<file path="src/verilog/sea_regs.svh">
`ifndef SEA_REGS_SVH
`define SEA_REGS_SVH

// Task-file addresses on the link
`define SEA_TF_ERRFEAT   3'h1
`define SEA_TF_COUNT     3'h2
`define SEA_TF_SECNUM    3'h3
`define SEA_TF_SIGLO     3'h4
`define SEA_TF_SIGHI     3'h5
`define SEA_TF_DRVSEL    3'h6
`define SEA_TF_OPSTAT    3'h7

// Command and subcommand codes
`define SEA_OP_SMART     8'hB0
`define SEA_SUB_AUTOSAVE 8'hD2
`define SEA_SUB_ENABLE   8'hD8
`define SEA_SUB_DISABLE  8'hD9
`define SEA_SIG_LOW      8'h4F
`define SEA_SIG_HIGH     8'hC2
`define SEA_AS_OFF       8'h00
`define SEA_AS_ON        8'hF1

// Field positions
`define SEA_ST_BSY       7
`define SEA_ST_DRDY      6
`define SEA_ST_DF        5
`define SEA_ST_DRQ       3
`define SEA_ST_ERR       0
`define SEA_ERR_ABRT     2
`define SEA_DEV_BIT      4

// Reset values
`define SEA_STATUS_RST   8'h80
`define SEA_ERROR_RST    8'h00

// Timing
`define SEA_CLK_HZ        25000000
`define SEA_RESP_LIMIT_MS 2000

// Host controller registers (AHB-Lite byte offsets)
`define SEA_HR_CMD       32'h0000_0000
`define SEA_HR_STAT      32'h0000_0004
`define SEA_CMD_FEAT_LO  0
`define SEA_CMD_CNT_LO   8
`define SEA_CMD_DEV      16
`define SEA_STAT_BUSY    0
`define SEA_STAT_DONE    1
`define SEA_STAT_REFUSED 2
`define SEA_STAT_SMART   3
`define SEA_STAT_ST_LO   8
`define SEA_STAT_ER_LO   16

`endif

</file>
<file path="src/verilog/sea_pkg.sv">
package sea_pkg;

    typedef enum logic [1:0] {
        DV_LOAD,
        DV_IDLE,
        DV_EXEC
    } sea_dev_state_t;

    typedef struct packed {
        sea_dev_state_t st;
        logic [7:0]     feat;
        logic [7:0]     count;
        logic [7:0]     secnum;
        logic [7:0]     siglo;
        logic [7:0]     sighi;
        logic [7:0]     drvsel;
        logic [7:0]     opcode;
        logic [7:0]     status;
        logic [7:0]     error;
        logic [7:0]     rdata;
        logic           smart_on;
        logic [7:0]     autosave;
        logic           nv_wr;
        logic [25:0]    wait_cnt;
    } sea_dev_t;

    typedef enum logic [2:0] {
        H_IDLE,
        H_RD,
        H_RD_W,
        H_RD_C,
        H_WR
    } sea_host_state_t;

    typedef enum logic [1:0] {
        PH_PRE,
        PH_POLL,
        PH_ERR
    } sea_phase_t;

    typedef struct packed {
        sea_host_state_t st;
        sea_phase_t      ph;
        logic [2:0]      idx;
        logic [7:0]      feat;
        logic [7:0]      count;
        logic            dev;
        logic            busy;
        logic            done;
        logic            refused;
        logic            smart_known;
        logic [7:0]      dstat;
        logic [7:0]      derr;
        logic            l_wr;
        logic            l_rd;
        logic [2:0]      l_addr;
        logic [7:0]      l_wdata;
        logic            ap_wr;
        logic            ap_rd;
        logic [31:0]     ap_addr;
        logic [31:0]     hrdata;
    } sea_host_t;

endpackage

</file>
<file path="src/verilog/sea_link_if.sv">
`timescale 1ns/100ps
`default_nettype none

interface sea_link_if;
    logic       wr;
    logic       rd;
    logic [2:0] addr;
    logic [7:0] wdata;
    logic [7:0] rdata;

    modport dev (
        input  wr,
        input  rd,
        input  addr,
        input  wdata,
        output rdata
    );

    modport host (
        output wr,
        output rd,
        output addr,
        output wdata,
        input  rdata
    );
endinterface

`default_nettype wire

</file>
<file path="src/verilog/sea_device.sv">
// Functional notes
// - Normal completion: BSY,DF,DRQ,ERR clear, DRDY set
// - Abort: ABRT, ERR set; DF on fault
// - Abort allowed when action cannot complete
// - Disable aborts: unsupported, SMART off, bad inputs
// - Disable stops all SMART monitoring and saving
// - SMART on/off state kept nonvolatile
// - SMART off aborts all but enable
// - Autosave is B0h with subcommand D2h
// - Count 00h disables, F1h enables autosave
// - Other nonzero counts retained across power cycles
// - Autosave state kept nonvolatile
// - Autosave aborts: unsupported, SMART off, bad inputs
// - Background autosave never sets BSY, clears DRDY
// - Answer within two seconds during autosave
// - Saving at power or recovery still allowed
// - Enable is B0h with subcommand D8h
// - Host loads signature 4Fh and C2h first
// - Enable aborts only on bad inputs; code also aborts it on dev_fault, cannot_complete or autosave timeout
// - Host issues only with DRDY, SMART rules
// - Device-select bit picks executing device
// - Non-data protocol, DRQ never set
// - Disable is B0h with subcommand D9h
// - Repeated enable leaves SMART state untouched
`timescale 1ns/100ps
`default_nettype none
`include "sea_regs.svh"

module sea_device #(
    parameter int unsigned RESP_CYCLES =
        `SEA_RESP_LIMIT_MS * (`SEA_CLK_HZ / 1000)
) (
    input  wire logic       hclk,
    input  wire logic       hresetn,
    sea_link_if.dev         link,
    input  wire logic       dev_id,
    input  wire logic       nv_smart_in,
    input  wire logic [7:0] nv_autosave_in,
    input  wire logic       dev_fault,
    input  wire logic       cannot_complete,
    input  wire logic       autosave_active,
    output logic            nv_wr,
    output logic            nv_smart_out,
    output logic [7:0]      nv_autosave_out,
    output logic            smart_monitor_en,
    output logic            autosave_en,
    output logic            autosave_yield
);

    localparam sea_pkg::sea_dev_t RST_VAL = '{
        st:     sea_pkg::DV_LOAD,
        status: `SEA_STATUS_RST,
        error:  `SEA_ERROR_RST,
        default: '0
    };
    localparam logic [25:0] WAIT_LAST = 26'(RESP_CYCLES - 1);

    sea_pkg::sea_dev_t r_reg;
    sea_pkg::sea_dev_t r_next;

    logic sig_ok;
    logic sub_ok;
    logic abort;
    logic selected;

    // Signature must match in every bit
    assign sig_ok = (r_reg.siglo == `SEA_SIG_LOW) &&
                    (r_reg.sighi == `SEA_SIG_HIGH);

    assign selected = (r_reg.drvsel[`SEA_DEV_BIT] == dev_id);

    always_comb begin
        case (r_reg.feat)
            `SEA_SUB_ENABLE: begin
                sub_ok = 1'b1;
            end
            `SEA_SUB_DISABLE: begin
                sub_ok = r_reg.smart_on;
            end
            `SEA_SUB_AUTOSAVE: begin
                sub_ok = r_reg.smart_on;
            end
            default: begin
                sub_ok = 1'b0;
            end
        endcase
    end

    // Timeout on a stuck autosave is treated as unable to complete
    assign abort = (r_reg.opcode != `SEA_OP_SMART) || !sig_ok || !sub_ok
                   || cannot_complete || dev_fault
                   || autosave_active;

    always_comb begin
        r_next       = r_reg;
        r_next.nv_wr = 1'b0;

        case (link.addr)
            `SEA_TF_ERRFEAT: begin
                r_next.rdata = r_reg.error;
            end
            `SEA_TF_COUNT: begin
                r_next.rdata = r_reg.count;
            end
            `SEA_TF_SECNUM: begin
                r_next.rdata = r_reg.secnum;
            end
            `SEA_TF_SIGLO: begin
                r_next.rdata = r_reg.siglo;
            end
            `SEA_TF_SIGHI: begin
                r_next.rdata = r_reg.sighi;
            end
            `SEA_TF_DRVSEL: begin
                r_next.rdata = r_reg.drvsel;
            end
            `SEA_TF_OPSTAT: begin
                r_next.rdata = r_reg.status;
            end
            default: begin
                r_next.rdata = 8'h00;
            end
        endcase

        // Parameter writes while busy are dropped to keep the decode stable
        if (link.wr && r_reg.st == sea_pkg::DV_IDLE) begin
            case (link.addr)
                `SEA_TF_ERRFEAT: begin
                    r_next.feat = link.wdata;
                end
                `SEA_TF_COUNT: begin
                    r_next.count = link.wdata;
                end
                `SEA_TF_SECNUM: begin
                    r_next.secnum = link.wdata;
                end
                `SEA_TF_SIGLO: begin
                    r_next.siglo = link.wdata;
                end
                `SEA_TF_SIGHI: begin
                    r_next.sighi = link.wdata;
                end
                `SEA_TF_DRVSEL: begin
                    r_next.drvsel = link.wdata;
                end
                `SEA_TF_OPSTAT: begin
                    if (selected) begin
                        r_next.opcode              = link.wdata;
                        r_next.status[`SEA_ST_BSY] = 1'b1;
                        r_next.status[`SEA_ST_DRQ] = 1'b0;
                        r_next.wait_cnt            = '0;
                        r_next.st                  = sea_pkg::DV_EXEC;
                    end
                end
                default: begin
                end
            endcase
        end

        case (r_reg.st)
            sea_pkg::DV_LOAD: begin
                // Persistent state captured after reset release
                r_next.smart_on = nv_smart_in;
                r_next.autosave = nv_autosave_in;
                r_next.status   = 8'h00;
                r_next.status[`SEA_ST_DRDY] = 1'b1;
                r_next.st       = sea_pkg::DV_IDLE;
            end
            sea_pkg::DV_IDLE: begin
            end
            sea_pkg::DV_EXEC: begin
                if (autosave_active && r_reg.wait_cnt != WAIT_LAST) begin
                    r_next.wait_cnt = r_reg.wait_cnt + 26'h0000001;
                end else begin
                    r_next.status = 8'h00;
                    r_next.status[`SEA_ST_DRDY] = 1'b1;
                    r_next.status[`SEA_ST_DF]   = dev_fault;
                    r_next.status[`SEA_ST_ERR]  = abort;
                    r_next.error = 8'h00;
                    r_next.error[`SEA_ERR_ABRT] = abort;
                    r_next.st = sea_pkg::DV_IDLE;
                    if (!abort) begin
                        case (r_reg.feat)
                            `SEA_SUB_ENABLE: begin
                                // Already on: nothing is touched
                                r_next.smart_on = 1'b1;
                                r_next.nv_wr    = !r_reg.smart_on;
                            end
                            `SEA_SUB_DISABLE: begin
                                r_next.smart_on = 1'b0;
                                r_next.nv_wr    = 1'b1;
                            end
                            `SEA_SUB_AUTOSAVE: begin
                                // Any nonzero value is kept as given
                                r_next.autosave = r_reg.count;
                                r_next.nv_wr    = 1'b1;
                            end
                            default: begin
                            end
                        endcase
                    end
                end
            end
            default: begin
                r_next.st = sea_pkg::DV_IDLE;
            end
        endcase
    end

    always_ff @(posedge hclk or negedge hresetn) begin
        if (!hresetn) begin
            r_reg <= RST_VAL;
        end else begin
            r_reg <= r_next;
        end
    end

    assign link.rdata       = r_reg.rdata;
    assign nv_wr            = r_reg.nv_wr;
    assign nv_smart_out     = r_reg.smart_on;
    assign nv_autosave_out  = r_reg.autosave;
    assign smart_monitor_en = r_reg.smart_on;
    // Power and recovery saves stay with the drive firmware
    assign autosave_en      = r_reg.smart_on &&
                              (r_reg.autosave != `SEA_AS_OFF);
    // Autosave is asked to yield; still active at the limit, it makes the command end aborted
    assign autosave_yield   = (r_reg.st == sea_pkg::DV_EXEC);

endmodule

`default_nettype wire

</file>
<file path="src/flat_wrapper.sv">
// flat-port wrapper written by rule: the top's interface ports become plain ports
module sea_device_flat 
#(
    parameter int unsigned RESP_CYCLES =
        `SEA_RESP_LIMIT_MS * (`SEA_CLK_HZ / 1000)
)
  (hclk, hresetn, dev_id, nv_smart_in, nv_autosave_in, dev_fault, cannot_complete, autosave_active, nv_wr, nv_smart_out, nv_autosave_out, smart_monitor_en, autosave_en, autosave_yield, link_wr, link_rd, link_addr, link_wdata, link_rdata);
  sea_link_if link_i ();
  input  wire logic hclk;
  input  wire logic hresetn;
  input  wire logic dev_id;
  input  wire logic nv_smart_in;
  input  wire logic [7:0] nv_autosave_in;
  input  wire logic dev_fault;
  input  wire logic cannot_complete;
  input  wire logic autosave_active;
  output logic nv_wr;
  output logic nv_smart_out;
  output logic [7:0] nv_autosave_out;
  output logic smart_monitor_en;
  output logic autosave_en;
  output logic autosave_yield;
  input wire logic [$bits(link_i.wr)-1:0] link_wr;
  input wire logic [$bits(link_i.rd)-1:0] link_rd;
  input wire logic [$bits(link_i.addr)-1:0] link_addr;
  input wire logic [$bits(link_i.wdata)-1:0] link_wdata;
  output wire logic [$bits(link_i.rdata)-1:0] link_rdata;
  assign link_i.wr = link_wr;
  assign link_i.rd = link_rd;
  assign link_i.addr = link_addr;
  assign link_i.wdata = link_wdata;
  assign link_rdata = link_i.rdata;
  sea_device #(.RESP_CYCLES(RESP_CYCLES)) u_core (.hclk(hclk), .hresetn(hresetn), .link(link_i), .dev_id(dev_id), .nv_smart_in(nv_smart_in), .nv_autosave_in(nv_autosave_in), .dev_fault(dev_fault), .cannot_complete(cannot_complete), .autosave_active(autosave_active), .nv_wr(nv_wr), .nv_smart_out(nv_smart_out), .nv_autosave_out(nv_autosave_out), .smart_monitor_en(smart_monitor_en), .autosave_en(autosave_en), .autosave_yield(autosave_yield));
endmodule
</file>
<file path="config.mk">
export PLATFORM = sky130hd
export DESIGN_NAME = sea_device_flat
export DESIGN_NICKNAME = d
export VERILOG_FILES = /design/src/verilog/sea_pkg.sv /design/src/verilog/sea_link_if.sv /design/src/verilog/sea_device.sv /design/src/flat_wrapper.sv
export VERILOG_INCLUDE_DIRS = /design/src /design/src/verilog
export SDC_FILE = /design/constraint.sdc
export NUM_CORES = 1
export LEC_CHECK = 0
export BUFFER_PORTS_ARGS = -buffer_cell sky130_fd_sc_hd__buf_2
export CAP_MARGIN = 20
export CORE_MARGIN = 2
export CORE_UTILIZATION = 40
export DETAILED_ROUTE_END_ITERATION = 6
export GPL_ROUTABILITY_DRIVEN = 0
export GPL_TIMING_DRIVEN = 0
export SETUP_SLACK_MARGIN = 0.15
export SKIP_LAST_GASP = 1
export SLEW_MARGIN = 25
export SYNTH_ARGS = -nofsm -noshare
export SYNTH_HDL_FRONTEND = slang
export SYNTH_SLANG_ARGS = --single-unit
</file>
<file path="constraint.sdc">
create_clock -name hclk -period 2.15 [get_ports hclk]
set_clock_uncertainty 0.05 [all_clocks]
set_input_delay 0.43 -clock hclk [delete_from_list [all_inputs] [get_ports hclk]]
set_output_delay 0.43 -clock hclk [all_outputs]
set_load 0.02 [all_outputs]
</file>
### Yosys cells after proc, flatten, opt, wreduce, memory -nomap -nowiden

Index checks and enable logic that the tools add are counted.

* add/subtract/negate cells: 1
* equal/unequal tests: 21
* mux-type cells: 31
* bitwise logic cells: 1
* reduce and logical (&&, ||, !) cells: 27

Operator list (number)
* 26-bit 2-to-1 mux: 4
* 59-bit 2-to-1 mux: 1
* 8-bit 2-to-1 mux: 7
* 8-bit one-hot mux with 7 select lines: 1
* 8-bit == test, second input constant: 4
* 27-bit 2-to-1 mux: 1
* 26-bit by 1-bit adder with 26-bit output, second input constant: 1
* 26-bit != test, second input constant: 1
* 10-bit 2-to-1 mux: 2
* 9-bit 2-to-1 mux: 2
* 9-bit one-hot mux with 2 select lines: 1
* 16-bit 2-to-1 mux: 1
* 8-bit one-hot mux with 2 select lines: 1
* 2-bit AND reduction: 8
* 3-bit == test, second input constant: 4
* 8-bit by 7-bit == test with 1-bit output, second input constant: 1
* 8-bit != test, second input constant: 1
* 4-bit AND reduction: 2
* 8-bit nonzero test: 1
* 3-bit by 2-bit == test with 1-bit output, second input constant: 2
* 2-bit 2-to-1 mux: 3
* 1-bit one-hot mux with 2 select lines: 3
* 1-bit logical OR: 5
* 1-bit logical AND: 4
* 15 further kinds: 20

* register bits: 111
* output and inout bits: 21
* word-level logic and storage cells: 97

### Logic depth before layout (Yosys ltp)

Gate-level depths: netlist (run 1).

* depth in word-level cells: 11
* depth in mapped cells: 9
* gate-level depth less buffers: 7

### Least setup slack after synthesis (run 1)

OpenSTA, ideal clock, no wires.

* kind: reg2reg
* start: reg u_core.r_reg[116] (netlist name)
* end: reg u_core.r_reg[14] (netlist name)
* library setup time: 0.077 ns
* arrival: 2.101 ns
* data required time: 2.023 ns
* path slack: -0.078 ns
* cell stages (with the launch flop): 9
* path buffers: 1
* clock period less this slack: 2.228 ns
* path through: dfrtp_1 > inv_1 > ha_1 > buf_2 > nand2_1 > nor3_1 > o21ai_1 > or4_1 > a21oi_1

RTL lines
* start, declared: RTL line sea_device.sv:58 `sea_pkg::sea_dev_t r_reg;`
* start signal, assigned: RTL line sea_device.sv:214 `r_reg <= r_next;`

==> results of run 1 <==
## Yosys cell counts (3+ instances only)
cell type,number,share of area
a22oi_1,4,0.0056
o31ai_1,6,0.0084
a21oi_1,7,0.0066
buf_4,18,0.025
dfrtp_1,107,0.50
and4_1,3,0.0049
nor2b_1,6,0.0070
inv_1,9,0.0063
nand3_1,11,0.010
nor3_1,7,0.0066
ha_1,4,0.0094
buf_2,5,0.0047
mux2i_1,13,0.024
nor2_1,15,0.011
clkbuf_1,10,0.0070
nand4_2,3,0.0070
and4b_1,3,0.0056
o21ai_0,14,0.013
nand2b_1,5,0.0059
o211ai_1,6,0.0084
xor2_1,3,0.0049
nor4_1,7,0.0082
o21ai_1,18,0.017
mux2_2,61,0.13
and3_1,6,0.0070
or3_1,6,0.0070
nor3b_1,3,0.0042
nand4_1,6,0.0070
or4_1,8,0.011
nand2_1,56,0.039
a22o_1,17,0.028
## final timing paths
path,start,endpoint,slack [ps],cells past startpoint
setup / recovery,u_core.r_reg[0],u_core.r_reg[3],170,6
min in group hclk,dev_fault,u_core.r_reg[57],330,3
hold / removal,hresetn,u_core.r_reg[21],30,1
max in group asynchronous,hresetn,u_core.r_reg[59],1340,2
setup reg to reg,u_core.r_reg[0],u_core.r_reg[3],170,6
hold reg to reg,u_core.r_reg[25],u_core.r_reg[25],430,1
## through the flow
step | util | std cells
CTS | 0.487 | 731
floorplan | - | 478
detailed placement | 0.447 | 701
global route | 0.503 | 741
global placement | 0.444 | 700
finish | 0.503 | 741
## layer usage
| metal | vias up | GRT usage | wire length, um |
|---|---|---|---|
| met5 | - | 0 | 0 |
| met4 | 0 | 0.0654 | 233 |
| met3 | 21 | 0.0273 | 444 |
| met2 | 87 | 0.300 | 6290 |
| met1 | 1995 | 0.272 | 6210 |
| li1 | 1928 | - | - |
## power groups by stage
stage | Sequential (mW) | Combinational (mW) | Clock [mW]
2_1_floorplan | 3.08 | 1.50 | 0
3_3_place_gp | 3.22 | 1.91 | 0
3_5_place_dp | 3.25 | 1.97 | 0
4_1_cts | 3.20 | 2.08 | 1.81
5_1_grt | 3.31 | 2.33 | 1.89
6_report | 3.22 | 2.14 | 1.77
## repair_timing
item | in CTS | in global routing
gates cloned | 2 | 0
endpoints found under the setup margin | 89 | 51
buffers inserted | 12 | 10
resized for setup | 32 | 31
pin swaps | 7 | 15
## cells by family after synthesis
kind of cell,count (synthesis)
compound gates,90
xor+xnor,3
fa+ha+maj,4
buf+inv,43
flops,108
mux,76
simple gates,154
## area by class of cell
| type | instances | area, um2 |
|---|---|---|
| repair buffers | 71 | 450 |
| fillers | 1198 | 6530 |
| clock inverters | 5 | 66.3 |
| multi-input cells | 327 | 2620 |
| plain buffers | 34 | 246 |
| flip-flops and latches | 108 | 2710 |
| inverters | 9 | 33.8 |
| clock buffers | 11 | 253 |
| well taps | 176 | 220 |
==> results.txt, run 1 <==
Largest net degree at the start of global routing - 64
Worst path max stage delay - 460 ps
IO Pins - 49
DR vias - 4031
Final WS setup - 168 ps
CP Cell Sequence - ha_2 > nand4_1 > or4_4 > o21ba_4 > mux2_1 > mux2i_1
Post-synthesis register bit count - 108
EDFF count, synth - 0
Outcome - completed
Iter 0 DRT Violations - 314
Routed len/inst - 17.8 um
Total Power - 7.12 mW
Layout cell share with drive strength beyond 1 - 0.393
Setup violations, final - 0
Vias per inst - 5.44
Initial Util - 0.406
Worst slew pin tran - 619 ps
Total Routed Length - 13200 um
CTS Buf Count - 9
Psw - 2.28 mW
Logic pwr share - 0.300
DP Worst Slack - -185 ps
Synth Area in Adders - 0.00939
Unique masters post-synth - 56
Simple-Gate Fraction of Synth Area - 0.160
Clock Sinks - 108
Worst-path fanout max - 6
Commonest non-fill, non-tap cell in the layout - dfrtp_1
Leakage - 2.96 nW
Setup CP Type - flip-flop to flip-flop
Slew HR - 0.588
P&R area growth vs syn - 23.9%
Worst Path Required - 2370 ps
Max reg flops - 90
Global Route Usage Sum - 0.191
Fin nets - 592
Peak supply drop - 0.437 mV
GR Overflow Total - 0
Sequential fraction of the synthesis area - 0.507
Die H - 119 um
Final min period - 1980 ps
DRC viols - 0
Hold crit path type - input port to async pin
Antenna violations before repair - 0
Crit end category - flip-flop
Worst-path clk slew - 70 ps
Setup TNS - 0 ps
First drt pass iteration count - 5
Switching power share of the total - 0.321
Critical Path AT - 2200 ps
Pint - 4.84 mW
Most frequent cells in the layout - dfrtp_1, mux2_2, nand2_1, buf_2, buf_4
F_max - 0.504 GHz
Largest family of logic cells by synthesized area - simple AND/OR/NAND/NOR gates
Die ar. - 14300 um2
H-tree depth - 3
Vias in the first global route - 4067
Final Hold Vio Count - 0
DRT antenna net count - 0
Synth Net Count - 510
Placed cell areas - 5870 um2
CP Buf/Inv Count - 0
DIE WIDTH - 119 um
Hold slack - 25.7 ps
ANT cells - 0
First-pass GRT wire length - 21300 um
PD cells - 1080 nW/um2
Max Slew Vio Count - 0
Largest delay share family, worst path - simple AND/OR/NAND/NOR gates
Sequential group share of total power - 0.452
Tcrit/Tclk final - 0.922
CTS tree - built
Max-cap violations - 0
Synth Area per Inst - 11.2 um2
Ys Warns - 0
Post-synthesis compound-gate area fraction - 0.117
Mapped Area - 5330 um2
Final Cell Area - 6610 um2
Core ar. - 13100 um2
Clock Path Buffers - 2
Hold buffer count at CTS - 0
Mux contribution to synthesized area - 0.157
Mapped Cells - 478
Clk Tree Root Cell - clkbuf_16
Asr flop ratio synth - 1.00
Slowest CP cell - or4_4
PortBufs - 46
Startpoint types - flip-flop
Predominant post-synthesis flop cell - dfrtp_1
DP Wirelength - 9010 um
Unrepaired setup endpoints after global routing - yes
Clock power share - 0.248
Cell Rows - 42
Post-synthesis xor/xnor area fraction - 0.00493
Skew-Pair Late Insertion Delay - 350 ps
Note: power is estimated with default switching activity, not from simulation.
==> run 2, diff against run 1 <==
==> constraint.sdc (replaced) <==
create_clock -name hclk -period 2.4 [get_ports hclk]
set_clock_uncertainty 0.05 [all_clocks]
set_input_delay 0.48 -clock hclk [delete_from_list [all_inputs] [get_ports hclk]]
set_output_delay 0.48 -clock hclk [all_outputs]
set_load 0.02 [all_outputs]
==> run 2 against run 1 <==
  * Hold slack improved by 360 ps
  * Flip-flop and latch count did not move
  * Worst setup slack improved by 67 ps
  * Sequential power fell by 10%
  * Clock-buffer cell count fell by 2
  * Die area did not move
  * Wire length fell by 4.0%
  * Critical path type unchanged
  * Global-route usage fell by 0.48 points
  * Combinational power fell by 17%
  * Sequential share of layout area rose by 2.0 points
==> results.txt, run 2 (same netlist as run 1, synthesis figures left out) <==
Leakage - 2.82 nW (-4.6%)
Slew HR - 0.541 (-0.0464)
Met2 Track Usage GR - 0.294 (-0.00607)
Psw - 2.03 mW (-11%)
P&R area growth vs syn - 17.7%
Core ar. - 13100 um2 (unchanged)
M3 GR Usage - 0.0287 (+0.00144)
Largest net degree at the start of global routing - 75 (+17%)
DP Wirelength - 8980 um (-0.41%)
PortBufs - 46 (unchanged)
Antenna violations before repair - 0 (unchanged)
Fill cells - 1247 (+4.1%)
Pint - 4.12 mW (-15%)
Peak supply drop - 0.329 mV (-25%)
First drt pass iteration count - 4 (-1)
Reg2Reg Depth - 7 (+1)
Die H - 119 um (unchanged)
Clock Path Buffers - 2 (unchanged)
Worst Path Required - 2580 ps (+210 ps)
CTS tree - built
Tcrit/Tclk final - 0.902 (-0.0197)
Vias in the first global route - 3939 (-3.1%)
Hold crit path type - input port to flip-flop
DRT antenna net count - 0 (unchanged)
Setup CP Type - flip-flop to flip-flop
Worst-path clk slew - 80 ps (about the same)
Worst r2r src - u_core.r_reg[0]
Setup violations, final - 0 (unchanged)
Max Slew Vio Count - 0 (unchanged)
R2R setup slack - 230 ps (+70 ps)
GR Overflow Total - 0 (unchanged)
Global Route Usage Sum - 0.187 (-0.00479)
Final Hold Vio Count - 0 (unchanged)
Critical Path Sink - u_core.r_reg[19]
Cell Rows - 42 (unchanged)
PD cells - 980 nW/um2 (-9.2%)
Final core utilization - 0.478 (-0.0251)
Register Area - 2700 um2 (-0.28%)
Final min period - 2170 ps (+183 ps)
F_max - 0.462 GHz (-8.5%)
Critical Path Start - u_core.r_reg[0]
CTS Buf Count - 9 (unchanged)
Die ar. - 14300 um2 (unchanged)
Vias per inst - 5.46 (+0.31%)
Worst slew pin tran - 686 ps (+67.1 ps)
Top Usage Layer GRT - met2
Max reg flops - 90 (unchanged)
ANT cells - 0 (unchanged)
Unrepaired setup endpoints after global routing - yes
H-tree depth - 3 (unchanged)
DIE WIDTH - 119 um (unchanged)
IO Pins - 49 (unchanged)
Total Routed Length - 12700 um (-4.0%)
Commonest non-fill, non-tap cell in the layout - dfrtp_1
Total Power - 6.15 mW (-14%)
Critical Path AT - 2340 ps (+140 ps)
Outcome - completed
Max-cap violations - 0 (unchanged)
Fin nets - 578 (-2.4%)
Initial Util - 0.406 (unchanged)
Startpoint types - flip-flop
Iter 0 DRT Violations - 245 (-22%)
Logic pwr share - 0.289 (-0.011)
Switching power share of the total - 0.330 (+0.00937)
DR vias - 3967 (-1.6%)
Routed len/inst - 17.4 um (-2.2%)
Worst-path fanout max - 10 (+4)
Skew-Pair Late Insertion Delay - 350 ps (about the same)
Multi-input combinational cell area - 2460 um2 (-6.3%)
Sequential group share of total power - 0.470 (+0.018)
Most frequent cells in the layout - dfrtp_1, mux2_2, nand2_1, buf_2, buf_4
Crit end category - flip-flop
Layout cell share with drive strength beyond 1 - 0.319 (-0.0735)
First-pass GRT wire length - 20800 um (-2.3%)
Crit Reg-Reg Endpoint - u_core.r_reg[19]
Clock Sinks - 108 (unchanged)
Clock power share - 0.241 (-0.007)
Met1 Use GR - 0.265 (-0.00748)
DRC viols - 0 (unchanged)
Clk Tree Root Cell - clkbuf_16
==> run 2: cell types whose count changed in the layout (fill, tap and decap cells not counted), sizes merged <==
cell         previous run  this run
buf                    96        81
bufinv                  1         0
clkbuf                 20        18
clkinv                  1         2
dlygate4sd3             0         1
inv                    11        13
==> run 2: worst max-delay path: stages, from the launching register on <==
cell and delay [ps]:
dfrtp_1 370, ha_2 210, nand4_1 120, or4_4 560, o21ba_2 270, buf_4 190, o211ai_1 170, o21ai_1 90
==> run 2: how the worst min path moves through the flow <==
stage | from | endpoint | slack, ps | cells past startpoint
global route | link_wdata[3] | u_core.r_reg[63] | 390 | 3
detailed placement | hresetn | u_core.r_reg[0] | 350 | 1
finish | link_wdata[3] | u_core.r_reg[63] | 380 | 3
global placement | u_core.r_reg[25] | u_core.r_reg[25] | 400 | 1
floorplan | hresetn | u_core.link.rdata[0] | 130 | 0
CTS | link_wdata[3] | u_core.r_reg[63] | 380 | 3
==> run 2: final cells by class <==
type	instances	share of cell area
multi-input combinational	327	0.392
timing repair buffer	57	0.0544
clock buffer	9	0.0359
clock inverter	7	0.0124
buffer	34	0.0341
tap	176	0.0351
inverter	9	0.00538
sequential	108	0.431
==> run 2: layer usage <==
| layer | share of wire | vias up | wire length, um |
|---|---|---|---|
| met1 | 0.47 | 1973 | 5980 |
| met5 | 0 | - | 0 |
| met3 | 0.043 | 16 | 539 |
| met4 | 0.015 | 0 | 195 |
| li1 | - | 1885 | - |
| met2 | 0.47 | 93 | 5940 |
==> run 2: timing repair <==
action,in CTS,in global routing
setup buffers,4,5
gates resized for setup,7,17
pin swaps,2,4
hold buffers,1,0
setup endpoints to repair,26,54
endpoints found under the hold margin,34,0
==> run 2: power by group through the flow <==
stage	Clock, mW	Combinational [mW]	Sequential (mW)
CTS	1.52	1.76	2.88
finish	1.48	1.78	2.89
global route	1.60	1.95	2.96
global placement	0	1.69	2.89
floorplan	0	1.33	2.76
detailed placement	0	1.74	2.91
==> run 2: through the flow <==
stage	area [um2]	cells	hold WS, ps	setup TNS (ps)	worst slack, ps
after global routing	6270	727	389	0	115
after CTS	6190	722	378	0	120
after floorplan	5330	478	134	0	172
final	6270	727	383	0	234
after global placement	5780	700	400	-48340	-449
after detailed placement	5820	701	349	-1610	-191
==> run 3, diff against run 2 <==
--- a/config.mk
+++ b/config.mk
@@ -8,11 +8,12 @@
 export LEC_CHECK = 0
 export BUFFER_PORTS_ARGS = -buffer_cell sky130_fd_sc_hd__buf_2
 export CAP_MARGIN = 20
-export CORE_MARGIN = 2
+export CORE_MARGIN = 3
 export CORE_UTILIZATION = 40
 export DETAILED_ROUTE_END_ITERATION = 6
 export GPL_ROUTABILITY_DRIVEN = 0
 export GPL_TIMING_DRIVEN = 0
+export MAX_ROUTING_LAYER = met4
 export SETUP_SLACK_MARGIN = 0.15
 export SKIP_LAST_GASP = 1
 export SLEW_MARGIN = 25
==> run 3 against run 2 <==
  * Final area shrank 0.94%
  * Critical endpoint is now u_core.r_reg[0]
  * Global-route usage shrank 0.22 points
  * Flip-flop and latch count is the same
  * Largest cell class unchanged
==> results.txt, run 3 (same netlist as run 1, synthesis figures left out) <==
Outcome - completed
Iter 0 DRT Violations - 209 (-15%)
Critical Path AT - 2390 ps (+50 ps)
M3 GR Usage - 0.0368 (+0.00809)
Hold crit path type - input port to flip-flop
Total Routed Length - 12700 um (about the same)
Met2 Track Usage GR - 0.269 (-0.0249)
Initial Util - 0.416 (+0.00990)
Total Power - 6.10 mW (-0.71%)
First drt pass iteration count - 4 (unchanged)
CTS tree - built
Worst Path Required - 2650 ps (+70 ps)
Die ar. - 14800 um2 (+3.4%)
Vias per inst - 5.45 (-0.19%)
Met1 Use GR - 0.253 (-0.0119)
Final min period - 2140 ps (-26.3 ps)
Max Slew Vio Count - 0 (unchanged)
Die H - 121 um (+1.7%)
Max reg flops - 90 (unchanged)
First-pass GRT wire length - 20500 um (-1.5%)
P&R area growth vs syn - 16.6%
Most frequent cells in the layout - dfrtp_1, mux2_2, nand2_1, buf_2, buf_4
Vias in the first global route - 3925 (-0.36%)
Antenna violations before repair - 0 (unchanged)
DIE WIDTH - 121 um (+1.7%)
H-tree depth - 3 (unchanged)
GR Overflow Total - 0 (unchanged)
Sequential group share of total power - 0.472 (+0.002)
Tcrit/Tclk final - 0.891 (-0.0110)
Worst slew pin tran - 728 ps (+42.1 ps)
Largest net degree at the start of global routing - 68 (-9.3%)
Skew-Pair Late Insertion Delay - 360 ps (about the same)
Psw - 1.99 mW (-1.8%)
Pint - 4.11 mW (-0.17%)
Leakage - 2.79 nW (-1.1%)
PD cells - 982 nW/um2 (+0.23%)
Final Hold Vio Count - 0 (unchanged)
Global Route Usage Sum - 0.184 (-0.00224)
Cell Rows - 41 (-2.4%)
DR vias - 3916 (-1.3%)
Crit end category - flip-flop
CTS Buf Count - 9 (unchanged)
Top Usage Layer GRT - met2
Fin nets - 574 (-0.69%)
Commonest non-fill, non-tap cell in the layout - dfrtp_1
Slew HR - 0.513 (-0.0282)
Unrepaired setup endpoints after global routing - yes
Placed cell areas - 5810 um2 (about the same)
IO Pins - 49 (unchanged)
Max-cap violations - 0 (unchanged)
DRC viols - 0 (unchanged)
Peak supply drop - 0.420 mV (+28%)
PortBufs - 46 (unchanged)
Worst-path clk slew - 70 ps (about the same)
Setup CP Type - flip-flop to flip-flop
Final Cell Area - 6220 um2 (-0.94%)
DP Wirelength - 9030 um (+0.61%)
Layout cell share with drive strength beyond 1 - 0.313 (-0.00680)
Routed len/inst - 17.6 um (+1.2%)
R2R setup slack - 260 ps (+30 ps)
Clock Path Buffers - 2 (unchanged)
Clock Sinks - 108 (unchanged)
Logic pwr share - 0.290 (about the same)
Clk Tree Root Cell - clkbuf_16
Worst-path fanout max - 10 (unchanged)
ANT cells - 0 (unchanged)
Clock power share - 0.238 (-0.003)
Core ar. - 12800 um2 (-2.4%)
Switching power share of the total - 0.326 (-0.00368)
DRT antenna net count - 0 (unchanged)
Startpoint types - flip-flop
Setup violations, final - 0 (unchanged)
F_max - 0.467 GHz (+1.2%)
-- run 3: cell type report --
class	instances	area (um2)
well taps	172	215
flip-flops and latches	108	2700
multi-input cells	327	2460
inverters	9	33.8
plain buffers	34	210
clock buffers	10	239
clock inverters	6	43.8
fillers	1204	6610
repair buffers	53	312
-- run 3: power groups by stage --
stage	combinational, mW	sequential, mW	clock (mW)
finish	1.77	2.88	1.45
global route	1.93	2.96	1.56
CTS	1.77	2.87	1.49
detailed placement	1.75	2.91	0
global placement	1.70	2.88	0
floorplan	1.33	2.76	0
-- run 3: worst paths after layout --
check / from / endpoint / cells past startpoint
worst min register to register: u_core.r_reg[25] / u_core.r_reg[25] / 1
worst min-delay path: link_wdata[4] / u_core.r_reg[64] / 3
min in group asynchronous: hresetn / u_core.nv_autosave_out[6] / 2
worst max-delay path: u_core.r_reg[0] / u_core.r_reg[0] / 7
worst max register to register: u_core.r_reg[0] / u_core.r_reg[0] / 7
max in group asynchronous: hresetn / u_core.r_reg[59] / 3
-- run 3: worst max-delay path: stages, from the launching register on --
cell,delay (ps)
dfrtp_1,380
ha_2,220
nand4_1,160
or4_4,490
o21ba_4,260
buf_4,180
nor2_2,180
mux2_2,170
-- run 3: layer usage --
| layer | vias up | routed length, um |
|---|---|---|
| li1 | 1876 | - |
| met1 | 1935 | 6120 |
| met2 | 86 | 5680 |
| met3 | 19 | 572 |
| met4 | 0 | 280 |
| met5 | - | 0 |
-- run 3: per-stage QoR --
stage	util	TNS [ps]	setup WS (ps)	std cells	hold WS [ps]
after global placement	0.451	-50480	-468	696	400
after floorplan	-	0	172	478	134
final	0.485	0	261	719	385
after CTS	0.481	0	157	718	377
after global routing	0.485	0	95.1	719	399
after detailed placement	0.453	-1380	-177	697	377
-- run 3: timing repair --
item / 4_1_cts / 5_1_grt
resized for setup: 7 / 11
setup buffers: 4 / 1
setup endpoints to repair: 19 / 43
hold buffers: 1 / 0
hold endpoints to repair: 26 / 0
pin swaps: 1 / 4
